[src/include/aseq_pkg.sv]
// Constants, types and the bit map shared by the instruction sequencer.
// Assumes one 125 MHz clock and a host on the parallel bus pins.
// Contract
// - Eight instructions, 48 bits each, held as three 16-bit sections.
// - Config bits 9:8 pick the section: 00 control, 01 limit one, 10 limit two.
// - Word address on lines 4..1 (16-bit bus), byte address on lines 4..0 (8-bit).
// - Control bit 0 marks the last instruction; next comes instruction zero.
// - Control bit 1 halts before execution, clears start, raises pause flag.
// - Writing one to config bit 0 resumes a halted sequence.
// - Reset bit fetches instruction zero and waits for start.
// - First pass of instruction zero ignores its pause bit, no pause flag.
// - After loop or eighth instruction, zero is refetched and may pause.
// - Control bits 4:2 pick the non-inverting input.
// - Control bits 7:5 pick the inverting input; zero means ground.
// - Control bit 8 waits after acquisition for a trigger rising edge; here only with config bit 7 clear (trigger pin an input).
// - Window mode with trigger needs two edges, one per limit.
// - Control bit 9 waits for the 16-bit down timer to reach zero.
// - Control bit 10 selects eight-bit (one) or twelve-bit (zero) resolution.
// - Control bit 11 selects two limit comparisons instead of a conversion.
// - A comparison beyond a limit, per its direction bit, sets a flag.
package aseq_pkg;
    localparam int NUM_INSTR = 8;
    localparam int NUM_SEC   = 3;
    localparam logic [2:0] LAST_IDX  = 3'h7;
    localparam logic [1:0] SEC_CTL   = 2'h0;
    localparam logic [1:0] SEC_LIM1  = 2'h1;
    localparam logic [1:0] SEC_LIM2  = 2'h2;
    localparam logic [1:0] SEC_NONE  = 2'h3;
    localparam int CTL_LOOP  = 0;
    localparam int CTL_PAUSE = 1;
    localparam int CTL_POS   = 2;
    localparam int CTL_NEG   = 5;
    localparam int CTL_SYNC  = 8;
    localparam int CTL_TIMER = 9;
    localparam int CTL_RES8  = 10;
    localparam int CTL_WDOG  = 11;
    localparam int LIM_DIR   = 9;
    localparam int CFG_START = 0;
    localparam int CFG_RESET = 1;
    localparam int CFG_SDIR  = 7;
    localparam int CFG_PTR   = 8;
    localparam int STAT_PAUSE = 0;
    localparam int STAT_WD1   = 1;
    localparam int STAT_WD2   = 2;
    localparam int STAT_IDX   = 4;
    localparam int STAT_BUSY  = 8;
    localparam logic [3:0] WADDR_CFG  = 4'h8;
    localparam logic [3:0] WADDR_STAT = 4'h9;
    localparam logic [15:0] CFG_RST_VAL = 16'h0000;
    localparam logic [3:0] TIMER_DIV  = 4'h8;
    localparam int PIN_WR   = 0;
    localparam int PIN_RD   = 1;
    localparam int PIN_SYNC = 2;
    typedef enum logic [3:0] {
        ST_FETCH, ST_DECIDE, ST_HOLD, ST_TIMER, ST_ACQ, ST_SYNC1,
        ST_CMP1, ST_SYNC2, ST_CMP2, ST_CONV, ST_NEXT
    } aseq_state_t;
endpackage

[src/include/aseq_mem_if.sv]
// Link between the sequencer and its instruction store.
// Assumes both ends run on the same clock.
`timescale 1ns/10ps
interface aseq_mem_if;
    logic        wrEn;
    logic [1:0]  wrByteEn;
    logic [15:0] wrData;
    logic [2:0]  busIdx;
    logic [1:0]  busSec;
    logic [15:0] busRdData;
    logic [2:0]  seqIdx;
    logic [15:0] seqCtl;
    logic [15:0] seqLim1;
    logic [15:0] seqLim2;
    modport mem (input wrEn, wrByteEn, wrData, busIdx, busSec, seqIdx,
                 output busRdData, seqCtl, seqLim1, seqLim2);
    modport ctl (output wrEn, wrByteEn, wrData, busIdx, busSec, seqIdx,
                 input busRdData, seqCtl, seqLim1, seqLim2);
endinterface

[src/aseq_sequencer.sv]
// Instruction sequencer with its parallel bus port, config and status words.
// Assumes an analog engine answering acquire, convert and compare requests.
`timescale 1ns/10ps
module aseq_sequencer
    import aseq_pkg::*;
(
    input  wire logic        clk_sys,
    input  wire logic        rst_b,
    input  wire logic        busChipSel_b,
    input  wire logic        busRead_b,
    input  wire logic        busWrite_b,
    input  wire logic        bus_width_select,
    input  wire logic [4:0]  bus_address_lines,
    input  wire logic [15:0] busDataIn,
    output logic      [15:0] busDataOut,
    output logic             busDataOe,
    input  wire logic        syncPinIn,
    output logic             syncPinOut,
    output logic             syncPinOe,
    input  wire logic [15:0] timerPreset,
    output logic      [2:0]  muxPos,
    output logic      [2:0]  muxNeg,
    output logic             lowRes,
    output logic             wdMode,
    output logic             acqGo,
    input  wire logic        acqDone,
    output logic             convGo,
    input  wire logic        convDone,
    output logic             cmpGo,
    output logic      [15:0] cmpLimit,
    input  wire logic        cmpDone,
    input  wire logic        cmpAbove,
    output logic             pauseIrq,
    output logic             wdIrq
);
    typedef struct packed {
        aseq_state_t      st;
        logic [2:0][2:0]  pinSh;
        logic [2:0]       pinLvl;
        logic [15:0]      cfg;
        logic             pauseFlag;
        logic             wd1Flag;
        logic             wd2Flag;
        logic             firstPass;
        logic [2:0]       idx;
        logic [15:0]      ctl;
        logic [15:0]      timer;
        logic [3:0]       div;
        logic             acqGo;
        logic             convGo;
        logic             cmpGo;
        logic             cmpSel;
        logic [15:0]      cmpLimit;
        logic [15:0]      rdData;
    } aseq_seq_t;

    aseq_seq_t s;
    aseq_seq_t n;
    aseq_mem_if memBus();

    logic [2:0]  pinRaw;
    logic [3:0]  wordAddr;
    logic        isInstr;
    logic [1:0]  ptr;
    logic [1:0]  byteEn;
    logic [15:0] wrWord;
    logic        wrEdge;
    logic        rdEdge;
    logic        syncRise;
    logic        softRst;
    logic        statClr;
    logic        syncWait;
    logic [15:0] rdWord;
    logic [15:0] statWord;

    // Agreement of the second and third stage marks a settled rising level
    function automatic logic pinRise(input logic [2:0] sh, input logic lvl);
        return sh[1] && sh[2] && !lvl;
    endfunction

    function automatic logic [15:0] mergeBytes(input logic [15:0] old,
                                               input logic [15:0] nw,
                                               input logic [1:0]  be);
        logic [15:0] r;
        r = old;
        if (be[0]) begin
            r[7:0] = nw[7:0];
        end
        if (be[1]) begin
            r[15:8] = nw[15:8];
        end
        return r;
    endfunction

    aseq_instr_mem u_mem (
        .clk_sys (clk_sys),
        .rst_b   (rst_b),
        .mem     (memBus.mem)
    );

    assign pinRaw[PIN_WR]   = !busChipSel_b && !busWrite_b;
    assign pinRaw[PIN_RD]   = !busChipSel_b && !busRead_b;
    assign pinRaw[PIN_SYNC] = syncPinIn;
    assign wrEdge   = pinRise(s.pinSh[PIN_WR], s.pinLvl[PIN_WR]);
    assign rdEdge   = pinRise(s.pinSh[PIN_RD], s.pinLvl[PIN_RD]);
    assign syncRise = pinRise(s.pinSh[PIN_SYNC], s.pinLvl[PIN_SYNC]);

    // Address and data are sampled only once the strobe has settled
    assign wordAddr = bus_address_lines[4:1];
    assign byteEn   = !bus_width_select ? 2'b11 :
                      (bus_address_lines[0] ? 2'b10 : 2'b01);
    assign wrWord   = bus_width_select ? {busDataIn[7:0], busDataIn[7:0]} : busDataIn;
    assign isInstr  = !wordAddr[3];
    assign ptr      = s.cfg[CFG_PTR +: 2];
    assign softRst  = wrEdge && wordAddr == WADDR_CFG && byteEn[0] && wrWord[CFG_RESET];
    assign statClr  = wrEdge && wordAddr == WADDR_STAT && byteEn[0];
    // An output-configured trigger pin never stalls the sequence
    assign syncWait = s.ctl[CTL_SYNC] && !s.cfg[CFG_SDIR];

    assign memBus.wrEn     = wrEdge && isInstr && ptr != SEC_NONE;
    assign memBus.wrByteEn = byteEn;
    assign memBus.wrData   = wrWord;
    assign memBus.busIdx   = wordAddr[2:0];
    assign memBus.busSec   = ptr;
    assign memBus.seqIdx   = s.idx;

    always_comb begin
        statWord = 16'h0000;
        statWord[STAT_PAUSE]   = s.pauseFlag;
        statWord[STAT_WD1]     = s.wd1Flag;
        statWord[STAT_WD2]     = s.wd2Flag;
        statWord[STAT_IDX +: 3] = s.idx;
        statWord[STAT_BUSY]    = s.st != ST_HOLD;
        if (isInstr) begin
            rdWord = memBus.busRdData;
        end else if (wordAddr == WADDR_CFG) begin
            rdWord = s.cfg;
        end else if (wordAddr == WADDR_STAT) begin
            rdWord = statWord;
        end else begin
            rdWord = 16'h0000;
        end
    end

    always_comb begin
        n = s;
        n.acqGo  = 1'b0;
        n.convGo = 1'b0;
        n.cmpGo  = 1'b0;
        for (int i = 0; i < 3; i++) begin
            n.pinSh[i] = {s.pinSh[i][1:0], pinRaw[i]};
            if (s.pinSh[i][1] == s.pinSh[i][2]) begin
                n.pinLvl[i] = s.pinSh[i][2];
            end
        end

        if (rdEdge) begin
            if (!bus_width_select) begin
                n.rdData = rdWord;
            end else if (bus_address_lines[0]) begin
                n.rdData = {8'h00, rdWord[15:8]};
            end else begin
                n.rdData = {8'h00, rdWord[7:0]};
            end
        end
        if (wrEdge && wordAddr == WADDR_CFG) begin
            n.cfg = mergeBytes(s.cfg, wrWord, byteEn);
            n.cfg[CFG_RESET] = 1'b0;
        end
        if (statClr) begin
            n.pauseFlag = s.pauseFlag && !wrWord[STAT_PAUSE];
            n.wd1Flag   = s.wd1Flag && !wrWord[STAT_WD1];
            n.wd2Flag   = s.wd2Flag && !wrWord[STAT_WD2];
        end

        case (s.st)
            ST_FETCH: begin
                n.ctl = memBus.seqCtl;
                n.st  = ST_DECIDE;
            end
            ST_DECIDE: begin
                if (s.ctl[CTL_PAUSE] && !s.firstPass) begin
                    n.cfg[CFG_START] = 1'b0;
                    n.pauseFlag      = 1'b1;
                    n.st             = ST_HOLD;
                end else if (!s.cfg[CFG_START]) begin
                    n.st = ST_HOLD;
                end else begin
                    n.firstPass = 1'b0;
                    if (s.ctl[CTL_TIMER]) begin
                        n.timer = timerPreset;
                        n.div   = 4'h0;
                        n.st    = ST_TIMER;
                    end else begin
                        n.acqGo = 1'b1;
                        n.st    = ST_ACQ;
                    end
                end
            end
            ST_HOLD: begin
                // Resume runs the held instruction without a second pause check
                if (s.cfg[CFG_START]) begin
                    n.firstPass = 1'b0;
                    if (s.ctl[CTL_TIMER]) begin
                        n.timer = timerPreset;
                        n.div   = 4'h0;
                        n.st    = ST_TIMER;
                    end else begin
                        n.acqGo = 1'b1;
                        n.st    = ST_ACQ;
                    end
                end
            end
            ST_TIMER: begin
                if (s.timer == 16'h0000) begin
                    n.acqGo = 1'b1;
                    n.st    = ST_ACQ;
                end else if (s.div == TIMER_DIV - 4'h1) begin
                    n.div   = 4'h0;
                    n.timer = s.timer - 16'h0001;
                end else begin
                    n.div = s.div + 4'h1;
                end
            end
            ST_ACQ: begin
                if (acqDone && !s.acqGo) begin
                    if (syncWait) begin
                        n.st = ST_SYNC1;
                    end else if (s.ctl[CTL_WDOG]) begin
                        n.cmpGo    = 1'b1;
                        n.cmpSel   = 1'b0;
                        n.cmpLimit = memBus.seqLim1;
                        n.st       = ST_CMP1;
                    end else begin
                        n.convGo = 1'b1;
                        n.st     = ST_CONV;
                    end
                end
            end
            ST_SYNC1: begin
                if (syncRise) begin
                    if (s.ctl[CTL_WDOG]) begin
                        n.cmpGo    = 1'b1;
                        n.cmpSel   = 1'b0;
                        n.cmpLimit = memBus.seqLim1;
                        n.st       = ST_CMP1;
                    end else begin
                        n.convGo = 1'b1;
                        n.st     = ST_CONV;
                    end
                end
            end
            ST_CMP1: begin
                if (cmpDone && !s.cmpGo) begin
                    if (cmpAbove == s.cmpLimit[LIM_DIR]) begin
                        n.wd1Flag = 1'b1;
                    end
                    if (syncWait) begin
                        n.st = ST_SYNC2;
                    end else begin
                        n.cmpGo    = 1'b1;
                        n.cmpSel   = 1'b1;
                        n.cmpLimit = memBus.seqLim2;
                        n.st       = ST_CMP2;
                    end
                end
            end
            ST_SYNC2: begin
                if (syncRise) begin
                    n.cmpGo    = 1'b1;
                    n.cmpSel   = 1'b1;
                    n.cmpLimit = memBus.seqLim2;
                    n.st       = ST_CMP2;
                end
            end
            ST_CMP2: begin
                if (cmpDone && !s.cmpGo) begin
                    if (cmpAbove == s.cmpLimit[LIM_DIR]) begin
                        n.wd2Flag = 1'b1;
                    end
                    n.st = ST_NEXT;
                end
            end
            ST_CONV: begin
                if (convDone && !s.convGo) begin
                    n.st = ST_NEXT;
                end
            end
            ST_NEXT: begin
                if (s.ctl[CTL_LOOP] || s.idx == LAST_IDX) begin
                    n.idx = 3'h0;
                end else begin
                    n.idx = s.idx + 3'h1;
                end
                n.st = ST_FETCH;
            end
            default: begin
                n.st = ST_FETCH;
            end
        endcase

        // Soft reset outranks the sequence; the host is trusted to have stopped it
        if (softRst) begin
            n.st        = ST_FETCH;
            n.idx       = 3'h0;
            n.firstPass = 1'b1;
            n.acqGo     = 1'b0;
            n.convGo    = 1'b0;
            n.cmpGo     = 1'b0;
        end
    end

    always_ff @(posedge clk_sys or negedge rst_b) begin
        if (!rst_b) begin
            s           <= '0;
            s.st        <= ST_FETCH;
            s.cfg       <= CFG_RST_VAL;
            s.firstPass <= 1'b1;
        end else begin
            s <= n;
        end
    end

    assign busDataOut = s.rdData;
    assign busDataOe  = s.pinLvl[PIN_RD];
    assign syncPinOut = s.convGo || s.cmpGo;
    assign syncPinOe  = s.cfg[CFG_SDIR];
    assign muxPos     = s.ctl[CTL_POS +: 3];
    assign muxNeg     = s.ctl[CTL_NEG +: 3];
    assign lowRes     = s.ctl[CTL_RES8];
    assign wdMode     = s.ctl[CTL_WDOG];
    assign acqGo      = s.acqGo;
    assign convGo     = s.convGo;
    assign cmpGo      = s.cmpGo;
    assign cmpLimit   = s.cmpLimit;
    assign pauseIrq   = s.pauseFlag;
    assign wdIrq      = s.wd1Flag || s.wd2Flag;
endmodule

[src/aseq_instr_mem.sv]
// Instruction store: eight instructions of three 16-bit sections.
// Assumes the sequencer masks section code 3 on its own side as well.
`timescale 1ns/10ps
module aseq_instr_mem
    import aseq_pkg::*;
(
    input wire logic clk_sys,
    input wire logic rst_b,
    aseq_mem_if.mem  mem
);
    typedef struct packed {
        logic [NUM_INSTR-1:0][NUM_SEC-1:0][15:0] word;
    } aseq_mem_t;

    aseq_mem_t s;
    aseq_mem_t n;

    always_comb begin
        n = s;
        if (mem.wrEn && mem.busSec != SEC_NONE) begin
            for (int b = 0; b < 2; b++) begin
                if (mem.wrByteEn[b]) begin
                    n.word[mem.busIdx][mem.busSec][b*8 +: 8] = mem.wrData[b*8 +: 8];
                end
            end
        end
    end

    always_ff @(posedge clk_sys or negedge rst_b) begin
        if (!rst_b) begin
            s <= '0;
        end else begin
            s <= n;
        end
    end

    // Section code 3 holds nothing and reads as zero
    assign mem.busRdData = (mem.busSec == SEC_NONE) ? 16'h0000 :
                           s.word[mem.busIdx][mem.busSec];
    assign mem.seqCtl    = s.word[mem.seqIdx][SEC_CTL];
    assign mem.seqLim1   = s.word[mem.seqIdx][SEC_LIM1];
    assign mem.seqLim2   = s.word[mem.seqIdx][SEC_LIM2];
endmodule

[config.mk]
export PLATFORM = sky130hd
export DESIGN_NAME = aseq_sequencer
export DESIGN_NICKNAME = d
export VERILOG_FILES = /design/src/include/aseq_pkg.sv /design/src/include/aseq_mem_if.sv /design/src/aseq_sequencer.sv /design/src/aseq_instr_mem.sv
export SDC_FILE = /design/constraint.sdc
export NUM_CORES = 1
export LEC_CHECK = 0
export CORE_MARGIN = 3
export CORE_UTILIZATION = 40
export DETAILED_ROUTE_END_ITERATION = 8
export DONT_BUFFER_PORTS = 1
export PLACE_DENSITY = 0.52
export SYNTH_ARGS = -nofsm -noshare
export SYNTH_HDL_FRONTEND = slang
export SYNTH_SLANG_ARGS = --single-unit
[constraint.sdc]
create_clock -name clk_sys -period 2.3 [get_ports clk_sys]
set_input_delay 0.23 -clock clk_sys [delete_from_list [all_inputs] [get_ports clk_sys]]
set_output_delay 0.23 -clock clk_sys [all_outputs]
set_load 0.005 [all_outputs]
* Word-level counts from Yosys, hierarchy flattened
Index checks and enable logic that the tools add are counted.
** Word-level totals
- Bits in registers :: 490
- Bits of input ports :: 48
- Output and inout bits :: 48
- Logic and storage cells :: 233
** Operators by class
- Multiplexer cells :: 81
- Add/sub/neg operators :: 3
- Equality and inequality tests :: 39
- Reductions and logical operators :: 57
- Magnitude comparators :: 5
** Operators by type and width (count)
- $mux 384 :: 3
- $bwmux 384 :: 2
- $bmux 48 s3 :: 2
- $demux 48 s3 :: 2
- $mux 48 :: 4
- $mux 16 :: 8
- $mux 18 :: 4
- $pmux 18 s4 :: 1
- $demux 16 s2 :: 2
- $mux 4 :: 16
- $pmux 21 s3 :: 1
- $mux 19 :: 3
- $mux 21 :: 2
- $mux 20 :: 2
- $pmux 4 s10 :: 1
- $bmux 16 s2 :: 1
- $ne 3x3->1 const B :: 9
- $logic_and 1x1->1 :: 26
- $eq 4x3->1 const B :: 5
- $eq 4x4->1 const B :: 5
- $ne 2x2->1 const B :: 10
- $logic_not 16->1 :: 1
- $mux 8 :: 2
- $sub 16x1->16 const B :: 1
- other kinds (28) :: 72

* Longest topological paths before layout
Gate-level depths: netlist of run 1.
- Depth after elaboration :: 11
- Mapped depth :: 10
- Mapped depth without buffers :: 8

* Hierarchy
Synthesis of run 1 repeated with hierarchy kept, for this count alone.
** Unflattened totals
- Cells, all modules :: 1991
- Area, all modules :: 26608.0 um^2
** By module, submodules not included
- aseq_instr_mem :: instances 1, cells each 1462, area an instance 20950.1 um^2
- aseq_sequencer :: instances 1, cells each 529, area an instance 5657.9 um^2

* Worst setup path before layout of run 1
Ideal clock, no wire load.
- Path kind :: register -> register
- Start :: reg s[40] in the netlist's numbering
- End :: reg s[110] in the netlist's numbering
- Setup slack :: 0.107 ns
- Library setup time :: 0.073 ns
- Clock period less this slack :: 2.193 ns
- Data arrival time :: 2.119 ns
- Data required time :: 2.227 ns
- Buffers on the path :: 0
- Stages on the path, launching flop included :: 8
- Cells stage by stage :: dfrtp_1 inv_1 ha_1 or3b_1 nor4_4 a21oi_2 or4_4 a21oi_2
** On the way
- Longest elaborated chain between the ends :: 3
** RTL lines
- start: declaration :: line aseq_sequencer.sv:57 : aseq_seq_t s;
- start signal: assignment :: line aseq_sequencer.sv:320 : s <= n;
- $logic_not 16->1 :: line aseq_sequencer.sv:215 : if (s.timer == 16'h0000) begin
- $ne 3x3->1 (no source line)
- $reduce_and 8->1 (no source line)
No other way between the ends.
A chain may end at the register's enable or synchronous reset.

* Worst setup path in the final report of run 1
- Start :: reg s[48] in the netlist's numbering
- End :: reg s[110] in the netlist's numbering
The elaborated chain is that of the path after synthesis.

==> summary.md, run 1 <==
| Metric | Value |
|---|---|
| Worst slew pin tran | 2.75 ns |
| CTS Buf Count | 55 |
| Worst-skew pair later-pin latency | 0.62 ns |
| FFs w/ async S/R, synth | 1.00 |
| Post-synth net total | between 2,000 and 2,500 |
| Max VDD drop | 0.000540 V |
| CTS tree | yes |
| Crit path launch | s[48] |
| Final Core Density | 0.472 |
| RR Endpoint | s[110] |
| CTS sink count | 489 |
| Final Max Slew Viols | 311 |
| Post-Syn Area | 25,100 um2 |
| Crit. End Element | flip-flop |
| #FFs+latches synth | ~500 |
| Setup violators final | 0 |
| Synth Flop Type | dfrtp_1 |
| Top cells by area, synth | dfrtp_1, mux4_2, mux2_2 |
| Synth warn | 0 |
| Worst r2r src | s[48] |
| Die height | 257 um |
| Diode count | 0 |
| Initial Utilization | 0.405 |
| Synth Instances | 2,215 |
| Hold Path Class | in -> async |
| Via density | 6.04 |
| Clock Root Buffer | clkbuf_16 |
| Via count | 19,100 |
| Initial antenna violation count | 2 |
| RSZ-0062 raised after global routing | false |
| Setup Crit Path Kind | reg -> reg |
| Post-Route WL | 86,400 um |
| GPL Wtd Cong | 0.935 |
| Nets | 2,336 |
| Std-Cell Rows | 91 |
| Final routed DRC violation total | 0 |
| Max-slew headroom | -0.831 |
| Design area | 29,200 um2 |
| Layout Cells excl Fill | 3,163 |
| Fin crit share | 0.955 |
| Hpwl dp | 56,200 um |
| Fin. Hold Viols | about 490 |
| H-Tree Depth | 2 |
| Tot GR Track Use | 0.261 |
| MaxCap Viol Count | 0 |
| Reg2reg setup slack | 0.10 ns |
| Worst-path maximum fanout | 5 |
| Failing checks | negative hold slack, max-slew violations |
| Period minus WS final | 2.20 ns |
| Syn Area/Cell | between 10 and 15 um2 |
| Max Freq | 0.455 GHz |
| Vias in the first global route | around 19,000 |
| Clock skew | roughly 0.021 ns |
| Hold_buf cts | 31 |
| Fin Hold WS | -0.665 ns |
| R2r worst-path depth | 5 |
| Worst setup path end | s[110] |
| Pwr dens | 876 nW/um2 |
| Top-area cell type share of the netlist area | 0.486 |
| Post-synth EDFFs | 0 |
| Die width | 257 um |
| Setup TNS | 0 ns |
| Crit start category | flip-flop |
| IO Count | 96 |
| Core box area | 61,900 um2 |
| Data required, critical path | about 2.8 ns |
| Register area share after synthesis | 0.487 |
| Post-synth top area cell | dfrtp_1 |
| Die Footprint | 65,800 um2 |
| Result of the run | finished with violations |
| Critical Path AT | around 2.7 ns |
| Reg clk slew, reported paths | 0.06 ns |
| Layout cells sized above 1 | 0.276 |
| Routed Antenna Nets | 0 |
| Netlist cell types | 72 |
| Clock tree buffer depth | 3 |
| Largest net degree at the start of global routing | 490 |
| Fill cell count | 5,676 |
| Post-Place Cells | around 3,000 |
| P_leak | roughly 13 nW |
| Input/output buffers | 0 |
| Placed inst area | approximately 27,000 um2 |
| TritonRoute pass-1 iters | 8 |
| Global-route wire length before repair | 130,000 um |
| DR WL/cell | between 20 and 30 um |
| Layout area overhead | 16.3% |
| DRT iter0 DRCs | 1,957 |
| Overflow after GRT | 0 |
-- stage by stage --
step                worst slack [ns]  hold slack [ns]  power, mW
global placement              0.0919          -0.0434       16.0
detailed placement            0.0692          -0.0469       16.1
floorplan                      0.107          -0.0656       13.9
CTS                           0.0585           -0.687       25.7
finish                         0.104           -0.665       25.6
global route                 0.00593           -0.704       26.7
-- cells in the mapped netlist (11+ instances only) --
master / count
mux2_2: 212
a221oi_1: 52
a21oi_1: 127
a21o_1: 20
mux4_2: 117
buf_2: 59
o21ai_0: 191
nor2_1: 165
a22oi_1: 30
inv_1: 14
nand3_1: 17
a31oi_1: 11
nor3_1: 17
a22o_1: 17
o22ai_1: 29
nor2b_1: 15
nand2_1: 246
mux2i_1: 78
dfrtp_1: 488
clkbuf_1: 93
o221ai_1: 12
buf_4: 44
-- registers in the layout, indices dropped and copies added (netlist names), 3 cells and up --
name	cells
u_mem.s	384
memBus.seqIdx	3
s	48
cmpLimit	16
muxPos	3
n	6
busDataOut	16
muxNeg	3
-- cell families (layout without fill, tap and decap cells) --
logic type      after synthesis  count (layout)  share of synthesized area
compound gates              562             562                      0.142
simple gates                531             531                     0.0931
flops                       489             489                      0.487
mux                         407             407                      0.231
buf+inv                     216             327                     0.0418
fa+ha+maj                     7               7                    0.00349
xor+xnor                      3               3                    0.00105
-- report_power, final --
| group | internal (mW) | switching (mW) | leakage, nW | total (mW) |
|---|---|---|---|---|
| registers | 9.18 | 0.737 | 6.70 | 9.92 |
| logic | 2.75 | 3.39 | 5.40 | 6.14 |
| clock network | 5.82 | 3.69 | 0.984 | 9.51 |
-- layout make-up --
| type | count | area [um2] | area share |
|---|---|---|---|
| multi-input combinational | 1510 | 11900 | 0.407 |
| clock inverter | 17 | 243 | 0.00831 |
| inverter | 14 | 52.6 | 0.00180 |
| tap | 837 | 1050 | 0.0359 |
| clock buffer | 85 | 1730 | 0.0593 |
| sequential | 489 | 12200 | 0.419 |
| timing repair buffer | 211 | 2010 | 0.0689 |
-- timing repair --
item | 4_1_cts | 5_1_grt
gates resized for setup | 0 | 2
buffers inserted | 0 | 1
endpoints found under the setup margin | 0 | 10
hold endpoints to repair | 709 | 489
-- cell usage in the layout (no fill, tap or decap), types with 6 or more instances in the layout --
| master | n |
|---|---|
| nor3b_1 | 7 |
| ha_1 | 7 |
| clkbuf_8 | 20 |
| mux2i_2 | 8 |
| a211oi_1 | 9 |
| bufinv_16 | 6 |
| nor2_1 | 165 |
| dfrtp_1 | 485 |
| o22ai_1 | 29 |
| clkinv_2 | 9 |
| mux4_2 | 117 |
| clkbuf_1 | 8 |
| buf_12 | 28 |
| o221ai_1 | 12 |
| a221oi_1 | 52 |
| dlygate4sd3_1 | 31 |
| a222oi_1 | 10 |
| and3_1 | 9 |
| o211ai_1 | 7 |
| nand2_1 | 246 |
| nor2b_1 | 14 |
| o21ai_0 | 191 |
| inv_1 | 14 |
| a22o_1 | 17 |
| nor3_1 | 15 |
| a21oi_1 | 127 |
| and2_1 | 7 |
| nand2b_1 | 10 |
| a22oi_1 | 30 |
| mux2i_1 | 70 |
| buf_4 | 152 |
| nand3_1 | 15 |
| a31oi_1 | 11 |
| nor3_2 | 8 |
| clkbuf_16 | 57 |
| a21o_1 | 20 |
| mux2_2 | 212 |
-- per-layer routing --
| layer | vias up | routed length (um) | track usage |
|---|---|---|---|
| met1 | 9830 | 37100 | 0.364 |
| met4 | 0 | 2810 | 0.0814 |
| met2 | 780 | 39600 | 0.408 |
| li1 | 8334 | - | - |
| met5 | - | 0 | 0 |
| met3 | 155 | 6900 | 0.0592 |
-- critical path, stage by stage (launching register included) --
cell and delay, ns:
dfrtp_1 0.42, or4_4 0.56, nor4_4 0.33, a21oi_2 0.13, or4_4 0.54, a21oi_2 0.13
-- worst min-delay path by stage --
stage                     startpoint  endpoint  slack [ns]  depth (start not counted)
after global placement         rst_b     s[50]       -0.04                          0
final                          rst_b     s[49]       -0.67                          0
after detailed placement       rst_b     s[49]       -0.05                          0
after CTS                      rst_b     s[49]       -0.69                          0
after global routing           rst_b     s[49]       -0.70                          0
after floorplan                rst_b     acqGo       -0.07                          0
No activity file was read; power rests on OpenSTA's default activity.
==> inputs of run 2 (changes only) <==
CORE_UTILIZATION = 58   (was 40)
PLACE_DENSITY = 0.72   (was 0.52)
==> run 2 against run 1 <==
Compared with the run above: the flow still finishes with violations (negative hold slack, max-slew violations); register-to-register slack got worse by 0.09 ns; count of clock-buffer cells in the layout fell by 17; critical path depth rose by 1; flip-flop and latch count did not move; die area fell by 30%; maximum frequency fell by 3.8%; hold slack got worse by 0.0038 ns; critical endpoint is now u_mem.s[99]; largest cell class unchanged; largest power group unchanged.
==> summary.md, run 2 (same netlist as run 1, synthesis figures left out) <==
| Metric | Value |
|---|---|
| Hold_buf cts | 31 |
| Result of the run | finished with violations |
| Global-route wire length before repair | 121,000 um |
| M3 GR Usage | 0.0969 |
| Routed Antenna Nets | 0 |
| Clock tree buffer depth | 3 |
| Via count | 19,700 |
| Data required, critical path | 2.78 ns |
| MaxCap Viol Count | 0 |
| Most frequent cells in the layout | dfrtp_1, nand2_1, mux2_2 |
| Die Footprint | 45,800 um2 |
| Max VDD drop | 0.000666 V |
| Hold Path Class | in -> async |
| P_leak | 12.8 nW |
| Layout area overhead | 13.2% |
| Max FFs per register | 384 |
| RSZ-0062 raised after global routing | true |
| DR WL/cell | 27.4 um |
| DRT iter0 DRCs | 2,840 |
| Critical Path AT | around 2.8 ns |
| CTS sink count | 489 |
| Fin crit share | 0.993 |
| Nets | 2,310 |
| CTS Buf Count | 51 |
| Max-slew headroom | -0.583 |
| Input/output buffers | 0 |
| Final Max Slew Viols | approximately 340 |
| GPL Wtd Cong | 0.970 |
| Top Registers | u_mem.s: 384 flops, s: 48 flops |
| Layer with the highest usage | met2 |
| H-Tree Depth | 2 |
| Hpwl dp | 50,400 um |
| Reg clk slew, reported paths | 0.06 ns |
| Tot GR Track Use | 0.341 |
| Layout cells sized above 1 | 0.270 |
| Initial antenna violation count | 1 |
| Std-Cell Rows | 75 |
| Max Freq | between 0.4 and 0.5 GHz |
| Fin. Hold Viols | ~500 |
| Setup violators final | 0 |
| Largest net degree at the start of global routing | between 400 and 500 |
| Die width | roughly 210 um |
| Final routed DRC violation total | 0 |
| Setup Crit Path Kind | reg -> reg |
| Clock skew | 0.0158 ns |
| Crit start category | flip-flop |
| Core box area | around 42,000 um2 |
| Pwr dens | 873 nW/um2 |
| Period minus WS final | between 2 and 2.5 ns |
| Worst-path maximum fanout | 9 |
| Commonest non-fill, non-tap cell in the layout | dfrtp_1 |
| Vias in the first global route | 19,800 |
| Worst slew pin tran | roughly 2.4 ns |
| Failing checks | negative hold slack, max-slew violations |
| TritonRoute pass-1 iters | 7 |
| GR Util met1 | 0.464 |
| Clock Root Buffer | clkbuf_16 |
| Post-Route WL | slightly below 80,000 um |
| Routing usage on met2 | 0.515 |
| Overflow after GRT | 0 |
| Diode count | 0 |
| Crit. End Element | flip-flop |
| Via density | roughly 7 |
| Top reg by flops | u_mem.s |
| Die height | 214 um |
| IO Count | 96 |
| Fin Hold WS | -0.669 ns |
| Worst-skew pair later-pin latency | 0.60 ns |
| Initial Utilization | 0.593 |
| Setup TNS | 0 ns |
| CTS tree | yes |
[run 2: cell types whose count changed in the layout (fill, tap and decap cells not counted), sizes merged]
cell	change
bufinv	+3
buf	-22
clkbuf	-17
clkinv	+2
inv	+4
clkinvlp	+2
[run 2: repair_timing]
item,4_1_cts,5_1_grt
resized for setup,1,7
hold endpoints to repair,693,489
setup endpoints to repair,4,46
pin swaps,0,2
setup buffers,0,1
[run 2: worst paths after layout]
kind | start | to | slack (ns) | cells after the start
hold / removal | rst_b | s[49] | -0.67 | 0
setup reg to reg | memBus.busSec[1] | u_mem.s[99] | 0.02 | 6
hold reg to reg | n[102] | n[103] | 0.36 | 0
max in group asynchronous | rst_b | memBus.seqIdx[0] | 0.88 | 0
setup / recovery | memBus.busSec[1] | u_mem.s[99] | 0.02 | 6
min in group clk_sys | timerPreset[12] | s[52] | 0.04 | 3
[run 2: metal layers]
layer / part of all wire / vias up / wire, um
li1: - / 8296 / -
met1: 0.39 / 9891 / 30500
met2: 0.45 / 1266 / 35500
met3: 0.11 / 268 / 8800
met4: 0.051 / 2 / 4020
met5: 0.00016 / - / 13
[run 2: report_power, final]
part           internal (mW)  leakage, nW  switching [mW]  total [mW]
registers               9.18         6.70           0.623        9.80
logic                   2.61         5.24            3.37        5.98
clock network           5.45        0.911            3.58        9.03
[run 2: stage by stage]
| stage | setup slack, ns | instance area [um2] | util | total power, mW | instances |
|---|---|---|---|---|---|
| after global placement | 0.0428 | 26200 | 0.620 | 15.5 | 2747 |
| after CTS | 0.0175 | 28400 | 0.671 | 24.7 | 2874 |
| final | 0.0165 | 28400 | 0.671 | 24.8 | 2875 |
| after detailed placement | -0.0624 | 26200 | 0.620 | 15.6 | 2747 |
| after global routing | -0.0329 | 28400 | 0.671 | 25.7 | 2875 |
| after floorplan | 0.107 | 25100 | - | 13.9 | 2215 |
[run 2: layout make-up]
| cell class | instances | area [um2] |
|---|---|---|
| flip-flops and latches | 489 | 12200 |
| clock inverters | 28 | 385 |
| inverters | 14 | 52.6 |
| multi-input cells | 1510 | 11900 |
| clock buffers | 68 | 1450 |
| repair buffers | 189 | 1670 |
| fillers | 3022 | 13900 |
| well taps | 577 | 722 |
[run 2: critical path, stage by stage (launching register included)]
cell     delay (ns)
dfrtp_1        0.39
nor2_1         0.29
nand2_1        0.33
nor2_1         0.22
buf_4          0.18
nand2_1        0.33
mux2_2         0.41
==> inputs of run 3 (changes only) <==
BUFFER_PORTS_ARGS = -buffer_cell sky130_fd_sc_hd__buf_2   (was unset)
CORE_UTILIZATION = 56   (was 58)
DONT_BUFFER_PORTS = unset   (was 1)
SKIP_LAST_GASP = 1   (was unset)
==> run 3 against run 2 <==
Compared with the run above: the flow now finishes without violations; count of clock-buffer cells in the layout grew 2; clock skew grew 0.018 ns; combinational power grew 10%; via count grew 3.5%; worst setup slack gained 0.028 ns; global-route usage grew 0.26 points; clock power shrank 0.4%; utilization grew 0.52 points.
==> summary.md, run 3 (same netlist as run 1, synthesis figures left out) <==
| Metric | Value |
|---|---|
| Result of the run | complete, no violations |
| R2r worst-path depth | 7 |
| Layout cells sized above 1 | 0.317 |
| Die height | 218 um |
| Most frequent cells in the layout | dfrtp_1, nand2_1, mux2_2 |
| Clock Root Buffer | clkbuf_16 |
| Core box area | 43,600 um2 |
| CTS Buf Count | 53 |
| Layout Cells excl Fill | 3,026 |
| CTS sink count | between 400 and 500 |
| Max VDD drop | 0.000781 V |
| Min-delay src | timerPreset[0] |
| RSZ-0062 raised after global routing | true |
| Diode count | 0 |
| Crit path launch | s[48] |
| H-Tree Depth | 2 |
| Setup violators final | 0 |
| Tot Pwr | 25.4 mW |
| Via density | 6.75 |
| Worst slew pin tran | 0.826 ns |
| Hpwl dp | 55,300 um |
| Fin Hold WS | 0.0401 ns |
| Post-Route WL | 81,200 um |
| Crit start category | flip-flop |
| Tot GR Track Use | 0.344 |
| Via count | 20,400 |
| Post-Place Cells | ~2,900 |
| Clock skew | 0.0334 ns |
| Top reg by flops | u_mem.s |
| Final routed DRC violation total | 0 |
| Hold Crit Depth | 4 |
| Input/output buffers | 95 |
| Data required, critical path | ~2.8 ns |
| Register Area | between 10,000 and 15,000 um2 |
| Fin. Hold Viols | 0 |
| Largest net degree at the start of global routing | 79 |
| Die width | 218 um |
| DR WL/cell | 26.8 um |
| Setup Crit Path Kind | reg -> reg |
| Initial Utilization | 0.575 |
| Clock tree buffer depth | 3 |
| Initial antenna violation count | 1 |
| Global-route wire length before repair | 124,000 um |
| Max Freq | 0.443 GHz |
| P_leak | between 10 and 15 nW |
| Overflow after GRT | 0 |
| Max-slew headroom | 0.444 |
| Layout area overhead | 17.6% |
| GPL Wtd Cong | 1.01 |
| CTS tree | yes |
| Worst-path maximum fanout | 5 |
| MaxCap Viol Count | 0 |
| Reg clk slew, reported paths | 0.06 ns |
| Crit. End Element | flip-flop |
| Max FFs per register | 384 |
| Hold Path Class | in -> reg |
| Nets | 2,458 |
| Final Core Density | 0.677 |
| IO Count | 96 |
| Vias in the first global route | approximately 20,000 |
| TritonRoute pass-1 iters | 6 |
| Std-Cell Rows | 76 |
| RR Endpoint | s[39] |
| Multi-input logic area | between 10,000 and 15,000 um2 |
| DRT iter0 DRCs | 2,893 |
| Worst r2r src | s[48] |
| Pwr dens | ~860 nW/um2 |
| Critical Path AT | 2.76 ns |
| Fin crit share | 0.981 |
| Design area | 29,500 um2 |
| Commonest non-fill, non-tap cell in the layout | dfrtp_1 |
| Fill cell count | 3,165 |
| Worst-skew pair later-pin latency | between 0.6 and 0.7 ns |
| Period minus WS final | about 2.3 ns |
| Endpoint with the worst hold slack | s[40] |
| Reg2reg setup slack | 0.04 ns |
| Routed Antenna Nets | 0 |
| Final Max Slew Viols | 0 |
| Die Footprint | 47,400 um2 |
| Placed inst area | 27,400 um2 |
| Top Registers | u_mem.s: 384 flops, s: 48 flops |
run 3: per-stage QoR:
stage,setup slack [ns],setup TNS (ns)
3_3_place_gp,-0.130,-0.232
4_1_cts,0.0106,0
6_report,0.0448,0
5_1_grt,-0.0366,-0.0661
3_5_place_dp,-0.211,-0.745
2_1_floorplan,0.107,0
run 3: metal layers:
layer | GRT usage | wire [um]
met5 | 0 | 13
met1 | 0.482 | 31700
met2 | 0.523 | 36400
met3 | 0.0825 | 9470
met4 | 0.141 | 3640
run 3: worst max path at each step:
stage,to,slack (ns),cells past startpoint
after floorplan,s[110],0.11,7
after global placement,busDataOut[6],-0.13,8
after detailed placement,busDataOut[6],-0.21,8
after CTS,s[110],0.01,7
after global routing,s[51],-0.04,6
final,s[39],0.04,7
run 3: report_power, final:
part | internal [mW] | switching, mW
clock network | 5.39 | 3.60
registers | 9.18 | 0.668
logic | 2.88 | 3.70
run 3: final cells by class:
class,instances,area share
Timing Repair Buffer,335,0.0938
Inverter,14,0.00178
Clock inverter,23,0.0105
Sequential cell,489,0.415
Clock buffer,70,0.0512
Tap cell,585,0.0248
Multi-Input combinational cell,1510,0.403
run 3: timing repair:
action / CTS / global route
endpoints found under the setup margin: 1 / 34
endpoints found under the hold margin: 67 / 0
pin swaps: 0 / 1
hold buffers: 21 / 0
resized for setup: 1 / 8
buffers inserted: 0 / 1
run 3: worst max-delay path: stages (launching register included):
cell and delay (ns):
dfrtp_1 0.42, or4_4 0.56, nor4_4 0.37, buf_4 0.19, a31o_2 0.18, nor2_1 0.08
a22o_1 0.20, a21oi_1 0.17
